**src/btb_cfg.svh**
```systemverilog
// constants for the bit-test branch execution unit
// How it works
// - set-branch on short-direct bit jumps to address plus 3 plus displacement
// - clear-branch on accumulator bit jumps to address plus 3 plus displacement, 8 clocks
// - clear-branch on status-word bit: 4 bytes, 11 clocks, target address plus 4
// - branch-and-clear on short-direct bit branches plus 4 and clears it, 10 or 12
// - branch-and-clear on status-word bit may change zero, aux-carry, carry; 12 clocks
// - branch-and-clear on pointer-pair bit takes 10, or 12 plus read and write waits outside high-speed ram
// - decrement B or C, branch plus 2 if nonzero; 2 bytes, 6 clocks
// - decrement short-direct byte, write back, branch plus 3 if nonzero; 8 or 10
// - interrupt enable sets master enable; 2 bytes, 6 clocks
// - interrupt disable clears master enable; 2 bytes, 6 clocks
// - one counted clock is one cpu clock picked by processor clock control
// - second count column whenever the access is outside high-speed ram
`ifndef BTB_CFG_SVH
`define BTB_CFG_SVH

// ==========================================================================
// memory map
`define BTB_SADDR_BASE    16'hFE20
`define BTB_SFR_BASE      16'hFF00
`define BTB_SADDR_SFR_OFS 8'hE0
`define BTB_HSRAM_LO      16'hFB00
`define BTB_HSRAM_HI      16'hFEFF

// ==========================================================================
// status word fields and reset values
`define BTB_PSW_IE_BIT    3'd7
`define BTB_PSW_RESET     8'h02
`define BTB_REG_RESET     8'h00
`define BTB_PC_RESET      16'h0000

// ==========================================================================
// instruction lengths in bytes
`define BTB_LEN2          3'd2
`define BTB_LEN3          3'd3
`define BTB_LEN4          3'd4

// ==========================================================================
// instruction clock counts
`define BTB_CLK6          7'd6
`define BTB_CLK8          7'd8
`define BTB_CLK9          7'd9
`define BTB_CLK10         7'd10
`define BTB_CLK11         7'd11
`define BTB_CLK12         7'd12

// ==========================================================================
// cpu clock prescaler, shift of 1 for each pcc code, capped at 4
`define BTB_PCC_MAX       3'd4

`endif

```
**src/btb_pkg.sv**
```systemverilog
// types for the bit-test branch execution unit
package btb_pkg;

   // ========================================================================
   // operations
   typedef enum logic [5:0] {
      OP_SET_BR   = 6'b00_0001,
      OP_CLR_BR   = 6'b00_0010,
      OP_CLR_BIT  = 6'b00_0100,
      OP_DEC_BR   = 6'b00_1000,
      OP_INT_EN   = 6'b01_0000,
      OP_INT_DIS  = 6'b10_0000
   } btb_op_type;

   // ========================================================================
   // operand sources
   typedef enum logic [6:0] {
      OPD_SADDR   = 7'b000_0001,
      OPD_SFR     = 7'b000_0010,
      OPD_ACC     = 7'b000_0100,
      OPD_PSW     = 7'b000_1000,
      OPD_PTR     = 7'b001_0000,
      OPD_REG_B   = 7'b010_0000,
      OPD_REG_C   = 7'b100_0000
   } btb_opd_type;

   // ========================================================================
   // core register and short-direct memory select for loads
   typedef enum logic [4:0] {
      LD_ACC      = 5'b0_0001,
      LD_REG_B    = 5'b0_0010,
      LD_REG_C    = 5'b0_0100,
      LD_PSW      = 5'b0_1000,
      LD_SADDR    = 5'b1_0000
   } btb_ld_type;

   typedef struct packed {
      btb_op_type  op;
      btb_opd_type opd;
      logic [2:0]  bit_sel;
      logic [7:0]  addr8;
      logic [7:0]  branch_displacement;
      logic [15:0] pc;
   } btb_instr_type;

   typedef struct packed {
      btb_ld_type  sel;
      logic [7:0]  addr8;
      logic [7:0]  data;
   } btb_load_type;

   typedef struct packed {
      logic [7:0]  acc;
      logic [7:0]  reg_b;
      logic [7:0]  reg_c;
      logic [7:0]  program_status_word;
   } btb_core_type;

endpackage

```
**src/btb_mem.sv**
```systemverilog
// short-direct data memory, 256 bytes, registered read
`timescale 1ns/1ps
`default_nettype none

module btb_mem (
   // clock, no reset
   input  wire logic       sys_clk_i,
   // write port
   input  wire logic       wr_en_i,
   input  wire logic [7:0] wr_addr_i,
   input  wire logic [7:0] wr_data_i,
   // read port
   input  wire logic [7:0] rd_addr_i,
   output logic      [7:0] rd_data_o
);

   logic [7:0] mem_reg [0:255];

   // ========================================================================
   // storage
   always_ff @(posedge sys_clk_i) begin
      if (wr_en_i) begin
         mem_reg[wr_addr_i] <= wr_data_i;
      end
   end

   always_ff @(posedge sys_clk_i) begin
      rd_data_o <= mem_reg[rd_addr_i];
   end

endmodule

`default_nettype wire

```
**src/btb_exec.sv**
```systemverilog
// bit-test branch, decrement branch and interrupt control execution unit
`timescale 1ns/1ps
`default_nettype none
`include "btb_cfg.svh"

module btb_exec
   import btb_pkg::*;
(
   // clock and reset
   input  wire logic          sys_clk_i,
   input  wire logic          rst_n_i,
   // instruction request
   input  wire logic          instr_valid_i,
   input  wire btb_instr_type instr_i,
   output logic               instr_ready_o,
   output logic               done_o,
   output logic               taken_o,
   output logic        [15:0] pc_o,
   // timing control
   input  wire logic    [2:0] processor_clock_control_i,
   input  wire logic    [3:0] wait_rd_i,
   input  wire logic    [3:0] wait_wr_i,
   // operand pointer
   input  wire logic   [15:0] pointer_pair_i,
   // core register and short-direct memory load
   input  wire logic          ld_valid_i,
   input  wire btb_load_type  ld_i,
   output btb_core_type       core_o,
   output logic               master_interrupt_enable_o,
   // external data memory
   output logic        [15:0] dm_addr_o,
   output logic               dm_rd_o,
   output logic               dm_wr_o,
   output logic         [7:0] dm_wdata_o,
   input  wire logic    [7:0] dm_rdata_i
);

   typedef enum logic [3:0] {
      ST_IDLE = 4'b0001,
      ST_READ = 4'b0010,
      ST_EXEC = 4'b0100,
      ST_WAIT = 4'b1000
   } btb_state_type;

   // ========================================================================
   // functions
   function automatic logic [15:0] branch_target(input logic [15:0] pc, input logic [2:0] len,
                                                 input logic [7:0] disp);
      branch_target = pc + {13'h0000, len} + {{8{disp[7]}}, disp};
   endfunction

   function automatic logic is_hsram(input logic [15:0] addr);
      is_hsram = (addr >= `BTB_HSRAM_LO) && (addr <= `BTB_HSRAM_HI);
   endfunction

   // ========================================================================
   // state
   btb_state_type state_reg;
   btb_instr_type ins_reg;
   btb_core_type  core_reg;
   logic [15:0]   pc_reg;
   logic          taken_reg;
   logic [2:0]    len_reg;
   logic [6:0]    total_reg;
   logic [6:0]    clk_cnt_reg;
   logic [15:0]   presc_reg;
   logic          tick;
   logic [15:0]   dm_addr_reg;
   logic          dm_rd_reg;
   logic          dm_wr_reg;
   logic [7:0]    dm_wdata_reg;
   logic          use_mem_reg;
   logic [7:0]    mem_rdata;
   logic          mem_wr_en;
   logic [7:0]    mem_wr_addr;
   logic [7:0]    mem_wr_data;

   // ========================================================================
   // length and clock lookup for an incoming instruction
   logic [2:0]  len_next;
   logic [6:0]  total_next;
   logic [15:0] op_addr;
   logic        ext_dm;
   logic        col2;

   always_comb begin
      op_addr = `BTB_SADDR_BASE + {8'h00, instr_i.addr8};
      ext_dm  = 1'b0;
      col2    = 1'b0;
      case (instr_i.opd)
         OPD_SADDR: begin
            ext_dm = (instr_i.addr8 >= `BTB_SADDR_SFR_OFS);
            col2   = !is_hsram(op_addr);
         end
         OPD_SFR: begin
            op_addr = `BTB_SFR_BASE + {8'h00, instr_i.addr8};
            ext_dm  = 1'b1;
            col2    = 1'b1;
         end
         OPD_PTR: begin
            op_addr = pointer_pair_i;
            ext_dm  = 1'b1;
            col2    = !is_hsram(pointer_pair_i);
         end
         default: begin
            col2    = 1'b0;
         end
      endcase
   end

   always_comb begin
      len_next   = `BTB_LEN2;
      total_next = `BTB_CLK6;
      case (instr_i.op)
         OP_SET_BR: begin
            case (instr_i.opd)
               OPD_SADDR: begin
                  len_next   = `BTB_LEN3;
                  total_next = col2 ? `BTB_CLK9 : `BTB_CLK8;
               end
               OPD_SFR: begin
                  len_next   = `BTB_LEN4;
                  total_next = `BTB_CLK11;
               end
               OPD_PSW: begin
                  len_next   = `BTB_LEN3;
                  total_next = `BTB_CLK9;
               end
               OPD_PTR: begin
                  len_next   = `BTB_LEN3;
                  total_next = col2 ? (`BTB_CLK11 + {3'b000, wait_rd_i}) : `BTB_CLK10;
               end
               default: begin
                  len_next   = `BTB_LEN3;
                  total_next = `BTB_CLK8;
               end
            endcase
         end
         OP_CLR_BR: begin
            case (instr_i.opd)
               OPD_SADDR: begin
                  len_next   = `BTB_LEN4;
                  total_next = col2 ? `BTB_CLK11 : `BTB_CLK10;
               end
               OPD_SFR, OPD_PSW: begin
                  len_next   = `BTB_LEN4;
                  total_next = `BTB_CLK11;
               end
               OPD_PTR: begin
                  len_next   = `BTB_LEN3;
                  total_next = col2 ? (`BTB_CLK11 + {3'b000, wait_rd_i}) : `BTB_CLK10;
               end
               default: begin
                  len_next   = `BTB_LEN3;
                  total_next = `BTB_CLK8;
               end
            endcase
         end
         OP_CLR_BIT: begin
            case (instr_i.opd)
               OPD_SADDR: begin
                  len_next   = `BTB_LEN4;
                  total_next = col2 ? `BTB_CLK12 : `BTB_CLK10;
               end
               OPD_SFR, OPD_PSW: begin
                  len_next   = `BTB_LEN4;
                  total_next = `BTB_CLK12;
               end
               OPD_PTR: begin
                  len_next   = `BTB_LEN3;
                  total_next = col2 ? (`BTB_CLK12 + {3'b000, wait_rd_i} + {3'b000, wait_wr_i}) : `BTB_CLK10;
               end
               default: begin
                  len_next   = `BTB_LEN3;
                  total_next = `BTB_CLK8;
               end
            endcase
         end
         OP_DEC_BR: begin
            if (instr_i.opd == OPD_SADDR) begin
               len_next   = `BTB_LEN3;
               total_next = col2 ? `BTB_CLK10 : `BTB_CLK8;
            end else begin
               len_next   = `BTB_LEN2;
               total_next = `BTB_CLK6;
            end
         end
         default: begin
            len_next   = `BTB_LEN2;
            total_next = `BTB_CLK6;
         end
      endcase
   end

   // ========================================================================
   // sequencer
   logic accept;
   logic finish;

   assign accept        = (state_reg == ST_IDLE) && instr_valid_i;
   assign finish        = (state_reg == ST_WAIT) && (clk_cnt_reg == (total_reg - 7'h01)) && tick;
   assign instr_ready_o = (state_reg == ST_IDLE);
   assign done_o        = finish;

   always_ff @(posedge sys_clk_i or negedge rst_n_i) begin
      if (!rst_n_i) begin
         state_reg <= ST_IDLE;
      end else begin
         case (state_reg)
            ST_IDLE: if (accept) state_reg <= ST_READ;
            ST_READ: state_reg <= ST_EXEC;
            ST_EXEC: state_reg <= ST_WAIT;
            ST_WAIT: if (finish) state_reg <= ST_IDLE;
            default: state_reg <= ST_IDLE;
         endcase
      end
   end

   always_ff @(posedge sys_clk_i or negedge rst_n_i) begin
      if (!rst_n_i) begin
         ins_reg     <= '0;
         len_reg     <= `BTB_LEN2;
         total_reg   <= `BTB_CLK6;
         use_mem_reg <= 1'b0;
      end else if (accept) begin
         ins_reg     <= instr_i;
         len_reg     <= len_next;
         total_reg   <= total_next;
         use_mem_reg <= (instr_i.opd == OPD_SADDR) && !ext_dm;
      end
   end

   // ========================================================================
   // cpu clock prescaler and instruction clock counter
   assign tick = (presc_reg == ((16'h0001 << processor_clock_control_i) - 16'h0001)) ||
                 (processor_clock_control_i > `BTB_PCC_MAX && presc_reg == 16'h000F);

   always_ff @(posedge sys_clk_i or negedge rst_n_i) begin
      if (!rst_n_i) begin
         presc_reg   <= 16'h0000;
         clk_cnt_reg <= 7'h00;
      end else if (accept) begin
         presc_reg   <= 16'h0000;
         clk_cnt_reg <= 7'h00;
      end else if (state_reg != ST_IDLE) begin
         presc_reg <= tick ? 16'h0000 : presc_reg + 16'h0001;
         if (tick && clk_cnt_reg != total_reg) begin
            clk_cnt_reg <= clk_cnt_reg + 7'h01;
         end
      end
   end

   // ========================================================================
   // operand fetch and external data memory
   always_ff @(posedge sys_clk_i or negedge rst_n_i) begin
      if (!rst_n_i) begin
         dm_addr_reg <= 16'h0000;
         dm_rd_reg   <= 1'b0;
      end else begin
         if (accept) begin
            dm_addr_reg <= op_addr;
         end
         dm_rd_reg <= accept && ext_dm;
      end
   end

   assign dm_addr_o  = dm_addr_reg;
   assign dm_rd_o    = dm_rd_reg;
   assign dm_wr_o    = dm_wr_reg;
   assign dm_wdata_o = dm_wdata_reg;

   btb_mem u_mem (
      .sys_clk_i (sys_clk_i),
      .wr_en_i   (mem_wr_en),
      .wr_addr_i (mem_wr_addr),
      .wr_data_i (mem_wr_data),
      .rd_addr_i (ins_reg.addr8),
      .rd_data_o (mem_rdata)
   );

   // ========================================================================
   // execute: operand, bit test, result
   logic [7:0] opv;
   logic [7:0] res;
   logic       bitv;
   logic       take;
   logic       wr_back;

   always_comb begin
      case (ins_reg.opd)
         OPD_ACC:   opv = core_reg.acc;
         OPD_PSW:   opv = core_reg.program_status_word;
         OPD_REG_B: opv = core_reg.reg_b;
         OPD_REG_C: opv = core_reg.reg_c;
         default:   opv = use_mem_reg ? mem_rdata : dm_rdata_i;
      endcase
      bitv    = opv[ins_reg.bit_sel];
      res     = opv;
      take    = 1'b0;
      wr_back = 1'b0;
      case (ins_reg.op)
         OP_SET_BR:  take = bitv;
         OP_CLR_BR:  take = !bitv;
         OP_CLR_BIT: begin
            take    = bitv;
            wr_back = bitv;
            res[ins_reg.bit_sel] = 1'b0;
         end
         OP_DEC_BR: begin
            res     = opv - 8'h01;
            take    = (res != 8'h00);
            wr_back = 1'b1;
         end
         default: take = 1'b0;
      endcase
   end

   assign mem_wr_en   = ld_valid_i && (ld_i.sel == LD_SADDR) ? 1'b1
                      : (state_reg == ST_EXEC) && wr_back && use_mem_reg;
   assign mem_wr_addr = (ld_valid_i && ld_i.sel == LD_SADDR) ? ld_i.addr8 : ins_reg.addr8;
   assign mem_wr_data = (ld_valid_i && ld_i.sel == LD_SADDR) ? ld_i.data : res;

   always_ff @(posedge sys_clk_i or negedge rst_n_i) begin
      if (!rst_n_i) begin
         dm_wr_reg    <= 1'b0;
         dm_wdata_reg <= 8'h00;
      end else begin
         dm_wr_reg <= (state_reg == ST_EXEC) && wr_back && !use_mem_reg &&
                      (ins_reg.opd == OPD_SADDR || ins_reg.opd == OPD_SFR || ins_reg.opd == OPD_PTR);
         if (state_reg == ST_EXEC) begin
            dm_wdata_reg <= res;
         end
      end
   end

   // ========================================================================
   // program counter
   always_ff @(posedge sys_clk_i or negedge rst_n_i) begin
      if (!rst_n_i) begin
         pc_reg    <= `BTB_PC_RESET;
         taken_reg <= 1'b0;
      end else if (state_reg == ST_EXEC) begin
         taken_reg <= take;
         pc_reg    <= take ? branch_target(ins_reg.pc, len_reg, ins_reg.branch_displacement)
                           : ins_reg.pc + {13'h0000, len_reg};
      end
   end

   assign pc_o    = pc_reg;
   assign taken_o = taken_reg;

   // ========================================================================
   // core registers and interrupt enable
   always_ff @(posedge sys_clk_i or negedge rst_n_i) begin
      if (!rst_n_i) begin
         core_reg.acc                 <= `BTB_REG_RESET;
         core_reg.reg_b               <= `BTB_REG_RESET;
         core_reg.reg_c               <= `BTB_REG_RESET;
         core_reg.program_status_word <= `BTB_PSW_RESET;
      end else if (state_reg == ST_EXEC) begin
         case (ins_reg.op)
            OP_INT_EN:  core_reg.program_status_word[`BTB_PSW_IE_BIT] <= 1'b1;
            OP_INT_DIS: core_reg.program_status_word[`BTB_PSW_IE_BIT] <= 1'b0;
            default: begin
               if (wr_back) begin
                  case (ins_reg.opd)
                     OPD_ACC:   core_reg.acc                 <= res;
                     OPD_PSW:   core_reg.program_status_word <= res;
                     OPD_REG_B: core_reg.reg_b               <= res;
                     OPD_REG_C: core_reg.reg_c               <= res;
                     default:   core_reg.acc                 <= core_reg.acc;
                  endcase
               end
            end
         endcase
      end else if (ld_valid_i) begin
         case (ld_i.sel)
            LD_ACC:   core_reg.acc                 <= ld_i.data;
            LD_REG_B: core_reg.reg_b               <= ld_i.data;
            LD_REG_C: core_reg.reg_c               <= ld_i.data;
            LD_PSW:   core_reg.program_status_word <= ld_i.data;
            default:  core_reg.acc                 <= core_reg.acc;
         endcase
      end
   end

   assign core_o                    = core_reg;
   assign master_interrupt_enable_o = core_reg.program_status_word[`BTB_PSW_IE_BIT];

endmodule

`default_nettype wire

```
**config.mk**
```make
export PLATFORM = sky130hd
export DESIGN_NAME = btb_exec
export DESIGN_NICKNAME = d
export VERILOG_FILES = /design/src/btb_pkg.sv /design/src/btb_mem.sv /design/src/btb_exec.sv
export VERILOG_INCLUDE_DIRS = /design/src
export SDC_FILE = /design/constraint.sdc
export NUM_CORES = 2
export LEC_CHECK = 0
export BUFFER_PORTS_ARGS = -buffer_cell sky130_fd_sc_hd__buf_2
export CORE_AREA = 4 4 552 554
export CTS_BUF_LIST = sky130_fd_sc_hd__clkbuf_16
export CTS_CLUSTER_DIAMETER = 80
export DETAILED_ROUTE_END_ITERATION = 8
export DIE_AREA = 0 0 556 558
export PLACE_DENSITY = 0.51
export SYNTH_ARGS = -nofsm -noshare
export SYNTH_HDL_FRONTEND = slang
export SYNTH_HIERARCHICAL = 1
export SYNTH_SLANG_ARGS = --single-unit
```
**constraint.sdc**
```tcl
create_clock -name sys_clk_i -period 24.7 [get_ports sys_clk_i]
set_input_delay 2.47 -clock sys_clk_i [delete_from_list [all_inputs] [get_ports sys_clk_i]]
set_output_delay 2.47 -clock sys_clk_i [all_outputs]
set_load 0.005 [all_outputs]
```
==> metrics.log <==
[metrics] time the final worst path needs with I/O delays and setup: 7376 ps
[metrics] number of resized instances in the post-cts repair step: 0
[metrics] GRT Residual Overflow: 0
[metrics] portion of total power attributed to sequential cells: 39.9%
[metrics] Core Box Area: 299500 um^2
[metrics] top fanout value on the critical path: 12
[metrics] number of sinks handled by clock tree synthesis: 2216
[metrics] setup repair bufs after CTS: 0
[metrics] Final Setup Violations: 0
[metrics] combinational family with the most area after synthesis: multiplexers
[metrics] total track usage: 16.19%
[metrics] number of vias after detailed routing: 47790
[metrics] length of the first detailed-routing pass in iterations: 5
[metrics] width of the die: 556 um
[metrics] number of max-cap violations: 0
[metrics] Seq cells post-synth: 2216
[metrics] switching part of the total power: 33.72%
[metrics] final non-filler cell area: 102700 um^2
[metrics] wire length after detailed routing: 256300 um
[metrics] final routed DRC violation total: 0
[metrics] count of final max-slew check failures: 0
[metrics] CTS Buffer Depth: 3
[metrics] via density per instance: 5.163
[metrics] number of failing hold endpoints at the final stage: 0
[metrics] clock tree from TritonCTS: built
[metrics] Syn-to-layout area delta: 14.70%
[metrics] Worst Path Required: 22230 ps
[metrics] mux contribution to synthesized area: 13.91%
[metrics] result of the run: finished, final reports clean
[metrics] row count: 201
[metrics] share of the synthesized netlist area taken by xor and xnor gates: 0.5479%
[metrics] share of synthesized cell area in full adder, half adder and majority cells: 0.5143%
[metrics] Unique masters post-synth: 97
[metrics] syn avg cell area: 18.42 um^2
[metrics] post-synthesis net count: 5002
[metrics] Die Area: 310200 um^2
[metrics] Filler cells: 28060
[metrics] worst r2r path cells: 11
[metrics] first-pass GRT wire length: 366100 um
[metrics] initial antenna violation count: 5
[metrics] htree depth: 4
[metrics] commonest non-fill, non-tap cell in the layout: sky130_fd_sc_hd__edfxtp_1
[metrics] number of hold buffers added after cts: 0
[metrics] max reg flops: 2048
[metrics] post-detailed-route count of antenna-violating nets: 0
[metrics] placed wire-length estimate: 164400 um
[metrics] largest net degree at the start of global routing: 158
[metrics] gate count after technology mapping: 4859
[metrics] Skew-Pair Late Insertion Delay: 880 ps
[metrics] Nets: 5238
[metrics] startpoint-to-endpoint class of the critical path: in2out
[metrics] power per standard cell area: 116.7 nW/um^2
[metrics] Syn. warnings: 6
[metrics] number of primary I/O pins: 186
[metrics] Setup crit start kind: input pin
[metrics] kind of capture point of the worst setup path: output pin
[metrics] CTS root buffer: sky130_fd_sc_hd__clkbuf_16
[metrics] slew margin rel.: 12.73%
[metrics] via count of the first global-routing pass: 48120
[metrics] number of buffer cells added on primary ports: 185
[metrics] gp weighted congestion: 0.8819
[metrics] routed wire length per instance: 27.69 um
[metrics] area leader, netlist: sky130_fd_sc_hd__edfxtp_1
[metrics] Area contributors post-synth: sky130_fd_sc_hd__edfxtp_1, sky130_fd_sc_hd__mux4_2, sky130_fd_sc_hd__dfrtp_1, sky130_fd_sc_hd__mux2i_1, sky130_fd_sc_hd__nor2_1
[metrics] Post-Synthesis Cell Area: 89520 um^2
[metrics] post-layout power: 0.01198 W
[metrics] share of the clock period used by the worst path after layout: 29.86%
[metrics] Cell Int Power: 0.007939 W
[metrics] Simple-Gate Fraction of Synth Area: 4.726%
[metrics] relative contribution of combinational cells to total power: 30.2%
[metrics] highest-count cells in the layout ignoring fill and taps: sky130_fd_sc_hd__edfxtp_1, sky130_fd_sc_hd__mux4_2, sky130_fd_sc_hd__nor2_1
[metrics] fraction of the mapped netlist area in compound gates: 4.934%
[metrics] Hold WC Path Type: reg2reg
[metrics] post-route setup TNS: 0 ps
[metrics] hold depth: 2
[metrics] starting density of the core: 29.89%
[metrics] slew at the pin closest to its max-slew limit: 1309 ps
[metrics] portion of the post-synthesis area used by sequential elements: 73.36%
[metrics] Die Y-Extent: 558 um
[metrics] final clock skew: 48.20 ps
[metrics] ratio of cells with drive above 1 in the final layout: 22.55%
[metrics] clk slew on worst S/H paths: 50 ps
[metrics] share of synthesized registers carrying an async set or reset: 7.220%
[metrics] number of clock buffers inserted by TritonCTS: 231
[metrics] multi-input gate area in the final layout: 22230 um^2
[metrics] Most used DFF post-synth: sky130_fd_sc_hd__edfxtp_1
[metrics] maximum ir drop on the vdd rail: 0.08924 mV
[metrics] count of flip-flops with a built-in enable after synthesis: 2048
[metrics] Max Freq: 135.6 MHz
[metrics] share of the synthesized area in the top cell type: 68.70%
[metrics] unrepaired setup endpoints after global routing: false
[metrics] clock network power share: 29.9%
[metrics] Static Leak: 32.63 nW
[metrics] FF+latch area: 65690 um^2
[metrics] Arr. time, crit path: 4910 ps
[metrics] power dissipated by switching net loads: 0.004039 W
[metrics] placed instance area: 94740 um^2
[metrics] number of DRC violations after detailed-routing iteration 0: 5185
stage by stage:
step / hold slack, ps / utilization (%) / instances / worst slack, ps
finish: 477.5 / 34.28 / 9256 / 17320
global route: 498.6 / 34.28 / 9254 / 17130
detailed placement: 469.3 / 31.63 / 8820 / 17150
global placement: 464.5 / 31.63 / 8820 / 17260
CTS: 483.7 / 34.28 / 9254 / 17380
floorplan: 452.3 / - / 4859 / 11690
path summary, 6_finish.rpt:
check / from / endpoint / slack (ps)
worst min register to register: pc_o[8] / pc_o[8] / 480
worst max register to register: ins_reg[38] / u_mem/mem_reg[177][7] / 18020
min in group asynchronous: rst_n_i / dm_addr_o[14] / 1560
worst min-delay path: pc_o[8] / pc_o[8] / 480
max in group asynchronous: rst_n_i / ins_reg[24] / 21910
worst max-delay path: processor_clock_control_i[2] / done_o / 17320
power groups by stage:
stage / Sequential, W / Combinational [W] / Clock [W]
6_report: 0.00478 / 0.00362 / 0.00358
5_1_grt: 0.00479 / 0.00385 / 0.00384
4_1_cts: 0.00478 / 0.00366 / 0.00366
3_5_place_dp: 0.00485 / 0.00366 / 0
3_3_place_gp: 0.00485 / 0.00366 / 0
2_1_floorplan: 0.00492 / 0.00231 / 0
cell usage after synthesis (18+ instances only):
cell,number
sky130_fd_sc_hd__a211oi_1,21
sky130_fd_sc_hd__a21oi_1,144
sky130_fd_sc_hd__a22oi_1,148
sky130_fd_sc_hd__and3_1,25
sky130_fd_sc_hd__buf_1,31
sky130_fd_sc_hd__buf_2,33
sky130_fd_sc_hd__buf_4,30
sky130_fd_sc_hd__buf_6,24
sky130_fd_sc_hd__clkbuf_1,145
sky130_fd_sc_hd__dfrtp_1,155
sky130_fd_sc_hd__edfxtp_1,2048
sky130_fd_sc_hd__ha_1,32
sky130_fd_sc_hd__inv_1,31
sky130_fd_sc_hd__mux2_2,31
sky130_fd_sc_hd__mux2i_1,163
sky130_fd_sc_hd__mux4_2,455
sky130_fd_sc_hd__nand2_1,269
sky130_fd_sc_hd__nand2b_1,19
sky130_fd_sc_hd__nand3_1,51
sky130_fd_sc_hd__nand4_1,19
sky130_fd_sc_hd__nor2_1,365
sky130_fd_sc_hd__nor2b_1,34
sky130_fd_sc_hd__nor3_1,42
sky130_fd_sc_hd__nor4_1,35
sky130_fd_sc_hd__o21ai_0,79
sky130_fd_sc_hd__o221ai_1,49
sky130_fd_sc_hd__o22a_1,18
sky130_fd_sc_hd__o22ai_1,30
sky130_fd_sc_hd__xnor2_1,35
sky130_fd_sc_hd__xor2_1,21
metal layers:
layer  track usage (%)  routed length (um)
met1             22.71              111500
met2             25.79              120200
met3             3.074               17820
met4             4.404                6776
met5                 0                  13
cell type report:
type                            count  share of cell area, %
Multi-Input combinational cell   2326                  21.65
Inverter                           33                 0.1206
Clock buffer                      233                  5.679
Tap cell                         3958                  4.823
Antenna cell                        2               0.004874
Sequential cell                  2216                  63.97
Clock inverter                    201                  2.044
Timing Repair Buffer              287                  1.702
cell families (layout without fill, tap and decap cells):
family | count (synthesis) | after routing
DFF | 2216 | 2216
and+or+nand+nor | 929 | 929
muxes | 666 | 666
AOI/OAI and AO/OA | 640 | 640
buffers and inverters | 317 | 754
xor gates and xnor gates | 56 | 56
adders and majority gates | 35 | 35
other | 0 | 2
worst max-delay path: stages:
cell                       delay, ps
sky130_fd_sc_hd__buf_2           170
sky130_fd_sc_hd__or3_1           430
sky130_fd_sc_hd__ha_1            300
sky130_fd_sc_hd__xnor2_1         260
sky130_fd_sc_hd__a32oi_1         100
sky130_fd_sc_hd__o21ai_0         210
sky130_fd_sc_hd__nand4b_1        140
sky130_fd_sc_hd__o21a_1          250
sky130_fd_sc_hd__nor4_1          390
sky130_fd_sc_hd__buf_2           190
Power figures use the tool's default switching activity.
